## src/rtl/rwd_pkg.sv

```systemverilog
`default_nettype none
package rwd_pkg;
    // ========================================
    // Register offsets
    localparam logic [4:0] ADDR_WD_PERIOD_A = 5'h0C;
    localparam logic [4:0] ADDR_WD_PERIOD_B = 5'h0D;
    localparam logic [4:0] ADDR_FLAG_REG    = 5'h0E;
    localparam logic [4:0] ADDR_SECOND_CTRL = 5'h0F;
    // ========================================
    // Flag register fields
    localparam int BIT_ALARM_FLAG = 3;
    localparam int BIT_KICK_FLAG  = 2;
    localparam int BIT_WD_FLAG    = 1;
    localparam int BIT_IRQ_FLAG   = 0;
    // ========================================
    // Second control fields
    localparam int BIT_TRANSFER   = 7;
    localparam int BIT_XTAL_SEL   = 6;
    localparam int BIT_BURST      = 5;
    localparam int BIT_ALARM_PWR  = 4;
    localparam int BIT_ALARM_IRQ  = 3;
    localparam int BIT_KICK_EN    = 2;
    localparam int BIT_WD_EN      = 1;
    localparam int BIT_WD_STEER   = 0;
    localparam logic [7:0] SECOND_CTRL_RESET = 8'h00;
    localparam logic [7:0] WD_PERIOD_RESET   = 8'h00;
    // ========================================
    // Timing
    localparam int  CLK_MHZ          = 250;
    localparam int  ADDR_STABLE_NS   = 15;
    localparam int  ADDR_STABLE_CYC  = (ADDR_STABLE_NS * CLK_MHZ + 999) / 1000;
    localparam int  TICK_HZ          = 100;
    localparam int  TICK_DIV         = CLK_MHZ * 1000000 / TICK_HZ;
    localparam int  RECOVERY_MS      = 150;
    localparam int  RECOVERY_CYC     = RECOVERY_MS * CLK_MHZ * 1000;
endpackage : rwd_pkg
`default_nettype wire

```

## src/rtl/rwd_bcd_down.sv

```systemverilog
`default_nettype none
// ========================================
// Four-digit BCD down counter, reload has priority
module rwd_bcd_down (
    input  wire logic        clk_sys,
    input  wire logic        rst,
    input  wire logic        load,
    input  wire logic [15:0] loadValue,
    input  wire logic        tick,
    output logic             timeout,
    output logic [15:0]      countQ
);
    import rwd_pkg::*;
    logic [15:0] cnt_q;
    logic [15:0] cnt_d;
    logic [4:0]  borrow;
    genvar g;
    assign borrow[0] = 1'b1;
    generate
        for (g = 0; g < 4; g++) begin : g_dig
            assign cnt_d[4*g+3:4*g] = !borrow[g] ? cnt_q[4*g+3:4*g] :
                (cnt_q[4*g+3:4*g] == 4'h0) ? 4'h9 : cnt_q[4*g+3:4*g] - 4'h1;
            assign borrow[g+1] = borrow[g] && (cnt_q[4*g+3:4*g] == 4'h0);
        end
    endgenerate
    assign timeout = tick && (cnt_q == 16'h0001) && !load;
    assign countQ  = cnt_q;
    always_ff @(posedge clk_sys or posedge rst) begin
        if (rst) begin
            cnt_q <= 16'h0000;
        end else if (load || timeout) begin
            cnt_q <= loadValue;
        end else if (tick && cnt_q != 16'h0000) begin
            cnt_q <= cnt_d;
        end
    end
endmodule : rwd_bcd_down
`default_nettype wire

```

## src/rtl/rwd_read_clear.sv

```systemverilog
`default_nettype none
// ========================================
// Arms after address held stable, fires when the read ends
module rwd_read_clear (
    input  wire logic       clk_sys,
    input  wire logic       rst,
    input  wire logic       readActive,
    input  wire logic [4:0] addr,
    output logic            clearPulse
);
    import rwd_pkg::*;
    logic [4:0] addr_q;
    logic [3:0] stable_q;
    logic       armed_q;
    logic       hit;
    assign hit = readActive && addr == ADDR_FLAG_REG && addr == addr_q;
    // Clear lands on address change or strobe release, so data read is intact
    assign clearPulse = armed_q && !(hit);
    always_ff @(posedge clk_sys or posedge rst) begin
        if (rst) begin
            addr_q   <= 5'h00;
            stable_q <= 4'h0;
            armed_q  <= 1'b0;
        end else begin
            addr_q <= addr;
            if (!hit) begin
                stable_q <= 4'h0;
                armed_q  <= 1'b0;
            end else if (stable_q < 4'(ADDR_STABLE_CYC)) begin
                stable_q <= stable_q + 4'h1;
            end else begin
                armed_q <= 1'b1;
            end
        end
    end
endmodule : rwd_read_clear
`default_nettype wire

```

## src/rtl/rwd_watchdog_ctrl.sv

```systemverilog
`default_nettype none
// Operation
// - Reading flag register clears event flags
// - Clear after stable address, at read end
// - Interrupt output released when request clears
// - Writing zero clears alarm, watchdog flags
// - Transfer enable gates once-per-second updates
// - Transfer enable changed only by host
// - Crystal select picks load capacitance
// - Burst enable auto-increments RAM address
// - Alarm flag with power enable drives power
// - Alarm interrupt enable gates request flag
// - Kickstart without supply drives power output
// - Kickstart with supply drives both outputs
// - Watchdog enable routes event to output
// - Steering picks interrupt or reset pulse
// - Oscillator runs only when enable low
// - Period from two BCD registers, 10ms
// - Counter reloads period on every timeout
// - Nonzero period timeout sets watchdog flag
// - Period register write restarts counter
// - Single-shot resets then clears watchdog enable
// - Zero period disables watchdog entirely
// - Power-on clears enable and steering
// - Request flag is OR of enabled flags
// - No host write in period sets flag
module rwd_watchdog_ctrl #(
    parameter int TICK_CYCLES     = rwd_pkg::TICK_DIV,
    parameter int RECOVERY_CYCLES = rwd_pkg::RECOVERY_CYC
) (
    input  wire logic       clk_sys,
    input  wire logic       rst,
    input  wire logic       chipSelectN,
    input  wire logic       readEnableN,
    input  wire logic       writeEnableN,
    input  wire logic [4:0] addr,
    input  wire logic [7:0] writeData,
    output logic [7:0]      readData,
    input  wire logic       oscillatorEnableN,
    input  wire logic       mainSupply,
    input  wire logic       kickstartInN,
    input  wire logic       alarmMatch,
    input  wire logic       ramAccess,
    output logic            interruptOutN,
    output logic            resetOutN,
    output logic            powerControlOutN,
    output logic            updateTransferEnable,
    output logic            crystalLoadSelect,
    output logic            ramAddrIncrement,
    output logic            oscillatorRun
);
    import rwd_pkg::*;

    // ========================================
    // Host access decode
    logic wrStrobe;
    logic wrPrev_q;
    logic wrEdge;
    logic readActive;
    logic wrFlag;
    logic wrCtrl;
    logic wrPerA;
    logic wrPerB;
    assign readActive = !chipSelectN && !readEnableN;
    assign wrStrobe   = !chipSelectN && !writeEnableN;
    // One action per write strobe, held strobes are not repeated
    assign wrEdge = wrStrobe && !wrPrev_q;
    // Unmapped offsets fall to the default and are ignored on write
    always_comb begin
        wrFlag = 1'b0;
        wrCtrl = 1'b0;
        wrPerA = 1'b0;
        wrPerB = 1'b0;
        if (wrEdge) begin
            case (addr)
                ADDR_WD_PERIOD_A: wrPerA = 1'b1;
                ADDR_WD_PERIOD_B: wrPerB = 1'b1;
                ADDR_FLAG_REG:    wrFlag = 1'b1;
                ADDR_SECOND_CTRL: wrCtrl = 1'b1;
                default:          wrFlag = 1'b0;
            endcase
        end
    end

    always_ff @(posedge clk_sys or posedge rst) begin
        if (rst) begin
            wrPrev_q <= 1'b0;
        end else begin
            wrPrev_q <= wrStrobe;
        end
    end

    // ========================================
    // Second control register
    logic [7:0] ctrl_q;
    logic       singleShotDone;
    always_ff @(posedge clk_sys or posedge rst) begin
        if (rst) begin
            ctrl_q <= SECOND_CTRL_RESET;
        end else begin
            if (wrCtrl) begin
                ctrl_q <= writeData;
            end
            if (singleShotDone) begin
                ctrl_q[BIT_WD_EN] <= 1'b0;
            end
        end
    end
    assign updateTransferEnable = ctrl_q[BIT_TRANSFER];
    assign crystalLoadSelect    = ctrl_q[BIT_XTAL_SEL];
    assign ramAddrIncrement     = ctrl_q[BIT_BURST] && ramAccess;
    assign oscillatorRun        = !oscillatorEnableN;

    // ========================================
    // Watchdog period registers
    // Contents are undefined to software until written; zero here disables
    logic [7:0] perA_q;
    logic [7:0] perB_q;
    always_ff @(posedge clk_sys or posedge rst) begin
        if (rst) begin
            perA_q <= WD_PERIOD_RESET;
        end else if (wrPerA) begin
            perA_q <= writeData;
        end
    end
    always_ff @(posedge clk_sys or posedge rst) begin
        if (rst) begin
            perB_q <= WD_PERIOD_RESET;
        end else if (wrPerB) begin
            perB_q <= writeData;
        end
    end

    // ========================================
    // Period as it stands after this edge, so a reload never sees stale data
    logic [7:0] perANext;
    logic [7:0] perBNext;
    always_comb begin
        perANext = perA_q;
        perBNext = perB_q;
        if (wrPerA) begin
            perANext = writeData;
        end
        if (wrPerB) begin
            perBNext = writeData;
        end
    end

    // ========================================
    // 100 Hz tick from the running oscillator
    // Divider restarts when the oscillator stops, so the first tick is full
    logic [31:0] tickCnt_q;
    logic        tick;
    assign tick = oscillatorRun && tickCnt_q == 32'(TICK_CYCLES - 1);
    always_ff @(posedge clk_sys or posedge rst) begin
        if (rst) begin
            tickCnt_q <= 32'h00000000;
        end else if (!oscillatorRun || tick) begin
            tickCnt_q <= 32'h00000000;
        end else begin
            tickCnt_q <= tickCnt_q + 32'h00000001;
        end
    end

    // ========================================
    // Watchdog countdown
    logic        periodNonzero;
    logic        wdLoad;
    logic        wdTimeout;
    logic        wdFire;
    logic [15:0] wdPeriod;
    logic [15:0] wdReload;
    assign wdPeriod      = {perB_q, perA_q};
    // Reload takes the byte written at the same edge
    assign wdReload      = {perBNext, perANext};
    assign periodNonzero = wdPeriod != 16'h0000;
    // Any host write kicks the watchdog, period writes included
    assign wdLoad = wrEdge;
    assign wdFire = wdTimeout && periodNonzero;

    rwd_bcd_down u_count (
        .clk_sys   (clk_sys),
        .rst       (rst),
        .load      (wdLoad),
        .loadValue (wdReload),
        .tick      (tick),
        .timeout   (wdTimeout),
        .countQ    ()
    );

    // ========================================
    // Read-clear detection
    logic readClear;
    rwd_read_clear u_rdclr (
        .clk_sys    (clk_sys),
        .rst        (rst),
        .readActive (readActive),
        .addr       (addr),
        .clearPulse (readClear)
    );

    // ========================================
    // Event flags, a set wins over a same-cycle clear
    logic alarmFlag_q;
    logic kickFlag_q;
    logic wdFlag_q;
    logic kickPrev_q;
    logic kickEvent;
    assign kickEvent = kickPrev_q && !kickstartInN;

    logic alarmClear;
    logic wdClear;
    logic kickSet;
    logic kickClear;
    // A flag write clears only where a zero is written to that bit
    assign alarmClear = readClear || (wrFlag && !writeData[BIT_ALARM_FLAG]);
    assign wdClear    = readClear || (wrFlag && !writeData[BIT_WD_FLAG]);
    assign kickSet    = kickEvent || (wrFlag && writeData[BIT_KICK_FLAG]);
    assign kickClear  = readClear || wrFlag;

    always_ff @(posedge clk_sys or posedge rst) begin
        if (rst) begin
            kickPrev_q <= 1'b1;
        end else begin
            kickPrev_q <= kickstartInN;
        end
    end

    always_ff @(posedge clk_sys or posedge rst) begin
        if (rst) begin
            alarmFlag_q <= 1'b0;
        end else if (alarmMatch) begin
            alarmFlag_q <= 1'b1;
        end else if (alarmClear) begin
            alarmFlag_q <= 1'b0;
        end
    end

    always_ff @(posedge clk_sys or posedge rst) begin
        if (rst) begin
            kickFlag_q <= 1'b0;
        end else if (kickSet) begin
            kickFlag_q <= 1'b1;
        end else if (kickClear) begin
            kickFlag_q <= 1'b0;
        end
    end

    always_ff @(posedge clk_sys or posedge rst) begin
        if (rst) begin
            wdFlag_q <= 1'b0;
        end else if (wdFire) begin
            wdFlag_q <= 1'b1;
        end else if (wdClear) begin
            wdFlag_q <= 1'b0;
        end
    end

    // ========================================
    // Interrupt request, steering and power control
    logic irqFlag;
    logic wdIrqTerm;
    logic kickIrqTerm;
    assign kickIrqTerm = kickFlag_q && ctrl_q[BIT_KICK_EN] && mainSupply;
    // Steering set sends the watchdog to the reset pin instead
    assign wdIrqTerm = wdFlag_q && ctrl_q[BIT_WD_EN] && !ctrl_q[BIT_WD_STEER];
    logic alarmIrqTerm;
    assign alarmIrqTerm = alarmFlag_q && ctrl_q[BIT_ALARM_IRQ];
    assign irqFlag = alarmIrqTerm || kickIrqTerm || wdIrqTerm;

    logic irqOutN_q;
    always_ff @(posedge clk_sys or posedge rst) begin
        if (rst) begin
            irqOutN_q <= 1'b1;
        end else begin
            irqOutN_q <= !irqFlag;
        end
    end
    assign interruptOutN = irqOutN_q;

    // Power pin has no supply gate: it must wake a system that is still off
    logic alarmPwrTerm;
    logic kickPwrTerm;
    logic pwrRequest;
    assign alarmPwrTerm = alarmFlag_q && ctrl_q[BIT_ALARM_PWR];
    assign kickPwrTerm  = kickFlag_q && ctrl_q[BIT_KICK_EN];
    assign pwrRequest   = alarmPwrTerm || kickPwrTerm;

    logic pwrN_q;
    always_ff @(posedge clk_sys or posedge rst) begin
        if (rst) begin
            pwrN_q <= 1'b1;
        end else begin
            pwrN_q <= !pwrRequest;
        end
    end
    assign powerControlOutN = pwrN_q;

    // ========================================
    // Single-shot reset pulse
    // Counter is wide enough for the full recovery time at this clock
    logic [31:0] recCnt_q;
    logic        rstActive_q;
    logic        wdRstTerm;
    assign wdRstTerm = wdFire && ctrl_q[BIT_WD_EN] && ctrl_q[BIT_WD_STEER];
    assign singleShotDone = rstActive_q && recCnt_q == 32'(RECOVERY_CYCLES - 1);
    always_ff @(posedge clk_sys or posedge rst) begin
        if (rst) begin
            rstActive_q <= 1'b0;
            recCnt_q    <= 32'h00000000;
        end else if (rstActive_q) begin
            recCnt_q <= recCnt_q + 32'h00000001;
            if (singleShotDone) begin
                rstActive_q <= 1'b0;
            end
        end else if (wdRstTerm) begin
            rstActive_q <= 1'b1;
            recCnt_q    <= 32'h00000000;
        end
    end
    assign resetOutN = !rstActive_q;

    // ========================================
    // Read data, registered; host must hold software order on TE
    // before touching the period registers
    logic [7:0] rdMux;
    always_comb begin
        rdMux = 8'h00;
        case (addr)
            ADDR_WD_PERIOD_A: rdMux = perA_q;
            ADDR_WD_PERIOD_B: rdMux = perB_q;
            ADDR_FLAG_REG:    rdMux = {4'h0, alarmFlag_q, kickFlag_q, wdFlag_q, irqFlag};
            ADDR_SECOND_CTRL: rdMux = ctrl_q;
            default:          rdMux = 8'h00;
        endcase
    end
    always_ff @(posedge clk_sys or posedge rst) begin
        if (rst) begin
            readData <= 8'h00;
        end else if (readActive) begin
            readData <= rdMux;
        end
    end
endmodule : rwd_watchdog_ctrl
`default_nettype wire

```

## config.mk

```make
export PLATFORM = sky130hd
export DESIGN_NAME = rwd_watchdog_ctrl
export DESIGN_NICKNAME = d
export VERILOG_FILES = /design/src/rtl/rwd_pkg.sv /design/src/rtl/rwd_bcd_down.sv /design/src/rtl/rwd_read_clear.sv /design/src/rtl/rwd_watchdog_ctrl.sv
export SDC_FILE = /design/constraint.sdc
export NUM_CORES = 1
export LEC_CHECK = 0
export ABC_CLOCK_PERIOD_IN_PS = 5730
export BUFFER_PORTS_ARGS = -buffer_cell sky130_fd_sc_hd__buf_2
export CAP_MARGIN = 20
export CORE_MARGIN = 5
export CORE_UTILIZATION = 35
export DETAILED_ROUTE_END_ITERATION = 10
export GPL_TIMING_DRIVEN = 0
export PLACE_DENSITY = 0.61
export SYNTH_ARGS = -nofsm -noshare
export SYNTH_HDL_FRONTEND = slang
export SYNTH_SLANG_ARGS = --single-unit
```

## constraint.sdc

```tcl
create_clock -name clk_sys -period 5.73 [get_ports clk_sys]
set_input_delay 0.8595 -clock clk_sys [delete_from_list [all_inputs] [get_ports clk_sys]]
set_output_delay 0.8595 -clock clk_sys [all_outputs]
set_load 0.05 [all_outputs]
```

==> summary.md <==
| Metric | Value |
|---|---|
| Outcome | completed |
| Slew @ Worst Pin | between 0.9 and 1 ns |
| Pins Over Slew Limit | 0 |
| Pre-CTS setup slack | 2.41 ns |
| Number of fill cells | roughly 1800 |
| Syn_area_per_cell | approximately 10 sq um |
| Die height | 147 um |
| Hold-fix buffers, CTS | 0 |
| Fin Setup TNS | 0 ns |
| List of most frequent post-synthesis cells | dfrtp_1 (127), nor2_1 (89), nand2_1 (53), nand3_1 (38), o21ai_0 (35) |
| Final setup viols | 0 |
| Crit Path Class | reg -> reg |
| Ant diodes | 0 |
| Initial core utilization | a little over a third |
| Crit end category | register |
| Vias in the first global route | slightly above 5000 |
| Cell Area, Synth | 0.00657 sq mm |
| Setup bufs post-CTS | 0 |
| Post-synth ARST share | 100% |
| Num CTS Buffers | 17 |
| Syn Nets | about 700 |
| DRT iter0 DRCs | about 350 |
| Sw Share | between 20 and 25% |
| Pwr Density | 315 mW/mm^2 |
| First-pass GRT wire length | ~26 mm |
| Gr usage total | about 15% |
| Root Buffer | clkbuf_16 |
| Distinct cells, synth | 65 |
| Part of the cycle the worst path needs | a little under three fifths |
| Clk sinks | 130 |
| Worst slew margin | 37.7% |
| Most frequent cell after synthesis | dfrtp_1 |
| Pint | about 0.0018 W |
| Post-synthesis sequential area ratio | between 40 and 50% |
| P&R area growth vs syn | 17.6% |
| Top cell type's share of synthesized area | approximately half |
| Die area | between 0.02 and 0.025 sq mm |
| Hpwl dp | approximately 11 mm |
| Wire length per cell | roughly 16 um |
| 1st-pass router iterations | 5 |
| Worst IR drop on VDD | roughly 0.00022 V |
| Final #Nets | 746 |
| Fmax | about 320 MHz |
| Antenna violations before repair | 0 |
| H-tree depth | 4 |
| DRC errors left | 0 |
| Post-CTS sizing | 0 |
| Leakage | between 3 and 4 nW |
| Synth area leaders | dfrtp_1 (48%), nor2_1 (5.1%), mux2_2 (4.6%) |
| Post-route ant nets | 0 |
| Via density | around 5.4 |
| Combinational power share | a little under a tenth |
| Top FF cell, synth | dfrtp_1 |
| Syn. warnings | 0 |
| Critical Path Start Type | register |
| RSZ-0062 raised after global routing | no |
| Placeable Area | around 0.019 sq mm |
| Fin Clk Skew | around 0.0057 ns |
| Layout cells sized above 1 | between 10% and 20% |
| MaxCap Viol Count | 0 |
| Mapped Cells | about 660 |
| Routability cong. | just over 0.8 |
| Worst skew pair latency | between 0.4 and 0.5 ns |
| Hold Fails Final Rpt | 0 |
| Hold Slack | 0.481 ns |
| Largest net degree at the start of global routing | 71 |
| Final wirelength | approximately 15 mm |
| EDFF count, synth | 0 |
| Minimum clock period after layout | between 3 and 4 ns |
| Clk pwr share | between 40% and 50% |
| CTS tree | done |
| Die W | about 150 um |
| FP Rows | 50 |
| Sw Pwr | a little over 0.0006 W |
| Reg clk slew, reported paths | 0.06 ns |
| Worst endpoint required time | about 6.0 ns |
| Reg power frac | between 40% and 50% |
| Critical path arrival | approximately 3.5 ns |
| Clock buffer depth | 2 |
| Yosys top cell by area | dfrtp_1 |
| I/O Buffers | 37 |
| Grt ovf | 0 |
| Setup WS post-layout | around 2.6 ns |
| Crit path max fanout | 10 |
| Register bit total from synthesis | 130 |
| Via Count | just over 5000 |
| Top Ports | 38 |
| HP Class | reg -> reg |
[sequential cells by signal, summed over array words and instances (netlist names)]
name,count
kickPrev_q,1
rstActive_q,1
u_rdclr.addr_q,5
interruptOutN,1
wdFlag_q,1
readData,8
wrPrev_q,1
ctrl_q,8
u_rdclr.stable_q,4
perB_q,8
powerControlOutN,1
recCnt_q,32
u_count.countQ,16
u_rdclr.armed_q,1
alarmFlag_q,1
kickFlag_q,1
perA_q,8
tickCnt_q,32
[stage by stage]
stage / cells / cell area, sq um / util, % / total power (W)
2_1_floorplan: 663 / 6570 / - / 0.00119
3_3_place_gp: 934 / 7050 / 37.9 / 0.00126
3_5_place_dp: 935 / 7080 / 38.1 / 0.00127
4_1_cts: 967 / 7730 / 41.6 / 0.00245
5_1_grt: 967 / 7730 / 41.6 / 0.00253
6_report: 967 / 7730 / 41.6 / 0.00243
[layout make-up]
cell class	instances	area (sq um)	share of cell area, %
Clock inverter	12	178	2.30
Inverter	13	53.8	0.696
Sequential cell	130	3260	42.1
Buffer	21	93.8	1.21
Multi-Input combinational cell	499	3170	41.1
Clock buffer	20	467	6.04
Timing Repair Buffer	38	213	2.75
Tap cell	234	293	3.79
[worst paths after layout]
kind | startpoint | endpoint | slack [ns] | depth (start not counted)
max | u_count.countQ[4] | recCnt_q[20] | 2.57 | 7
min | readData[5] | readData[5] | 0.48 | 2
max reg2reg | u_count.countQ[4] | recCnt_q[20] | 2.57 | 7
min reg2reg | readData[5] | readData[5] | 0.48 | 2
max in group asynchronous | rst | interruptOutN | 4.45 | 3
min in group asynchronous | rst | tickCnt_q[8] | 0.50 | 2
[layout by cell type, fill, tap and decap left out, types with 8 or more instances in the layout]
| cell | netlist | final |
|---|---|---|
| nand3_1 | 38 | 38 |
| nor4_1 | 14 | 14 |
| xor2_1 | 26 | 26 |
| nor3_1 | 13 | 13 |
| buf_2 | 3 | 40 |
| and4_1 | 10 | 10 |
| clkbuf_1 | 14 | 14 |
| mux2_2 | 27 | 27 |
| nand2_1 | 53 | 53 |
| a21oi_1 | 25 | 25 |
| nand4_1 | 18 | 18 |
| or3_1 | 9 | 9 |
| xnor2_1 | 20 | 20 |
| dfrtp_1 | 127 | 127 |
| a31oi_1 | 9 | 9 |
| nor2_1 | 89 | 89 |
| o21ai_1 | 8 | 8 |
| o21ai_0 | 35 | 35 |
| clkbuf_16 | 0 | 17 |
| inv_1 | 13 | 12 |
[metal layers]
metal  share of wire, %  GRT usage (%)  vias up
met4                1.5           5.17        0
met5                  0              0        -
met1                 49           20.8     2510
li1                   -              -     2533
met2                 46           22.5      111
met3                3.7           3.67       22
[power groups by stage]
stage / combinational (W) / sequential, W / clock [W]
2_1_floorplan: 0.000151 / 0.00104 / 0
3_3_place_gp: 0.000227 / 0.00104 / 0
3_5_place_dp: 0.000232 / 0.00104 / 0
4_1_cts: 0.000233 / 0.00102 / 0.00120
5_1_grt: 0.000256 / 0.00103 / 0.00124
6_report: 0.000231 / 0.00102 / 0.00118
[logic make-up (layout without fill, tap and decap cells)]
logic type	after synthesis	in the layout	share of synthesized area, %
simple gates	303	303	24.6
flops	130	130	49.6
compound gates	111	111	10.4
xor+xnor	46	46	6.13
mux	36	36	6.57
buf+inv	34	104	2.17
fa+ha+maj	3	3	0.571
[worst max-delay path, cell delays in order (launching register included)]
cell and delay, ns:
dfrtp_1 0.43, or4_1 0.64, nor4_2 0.63, and4_1 0.38, a41oi_2 0.30, clkbuf_1 0.36, o21ai_1 0.20, o31ai_1 0.08
Note: power is estimated with default switching activity, not from simulation.
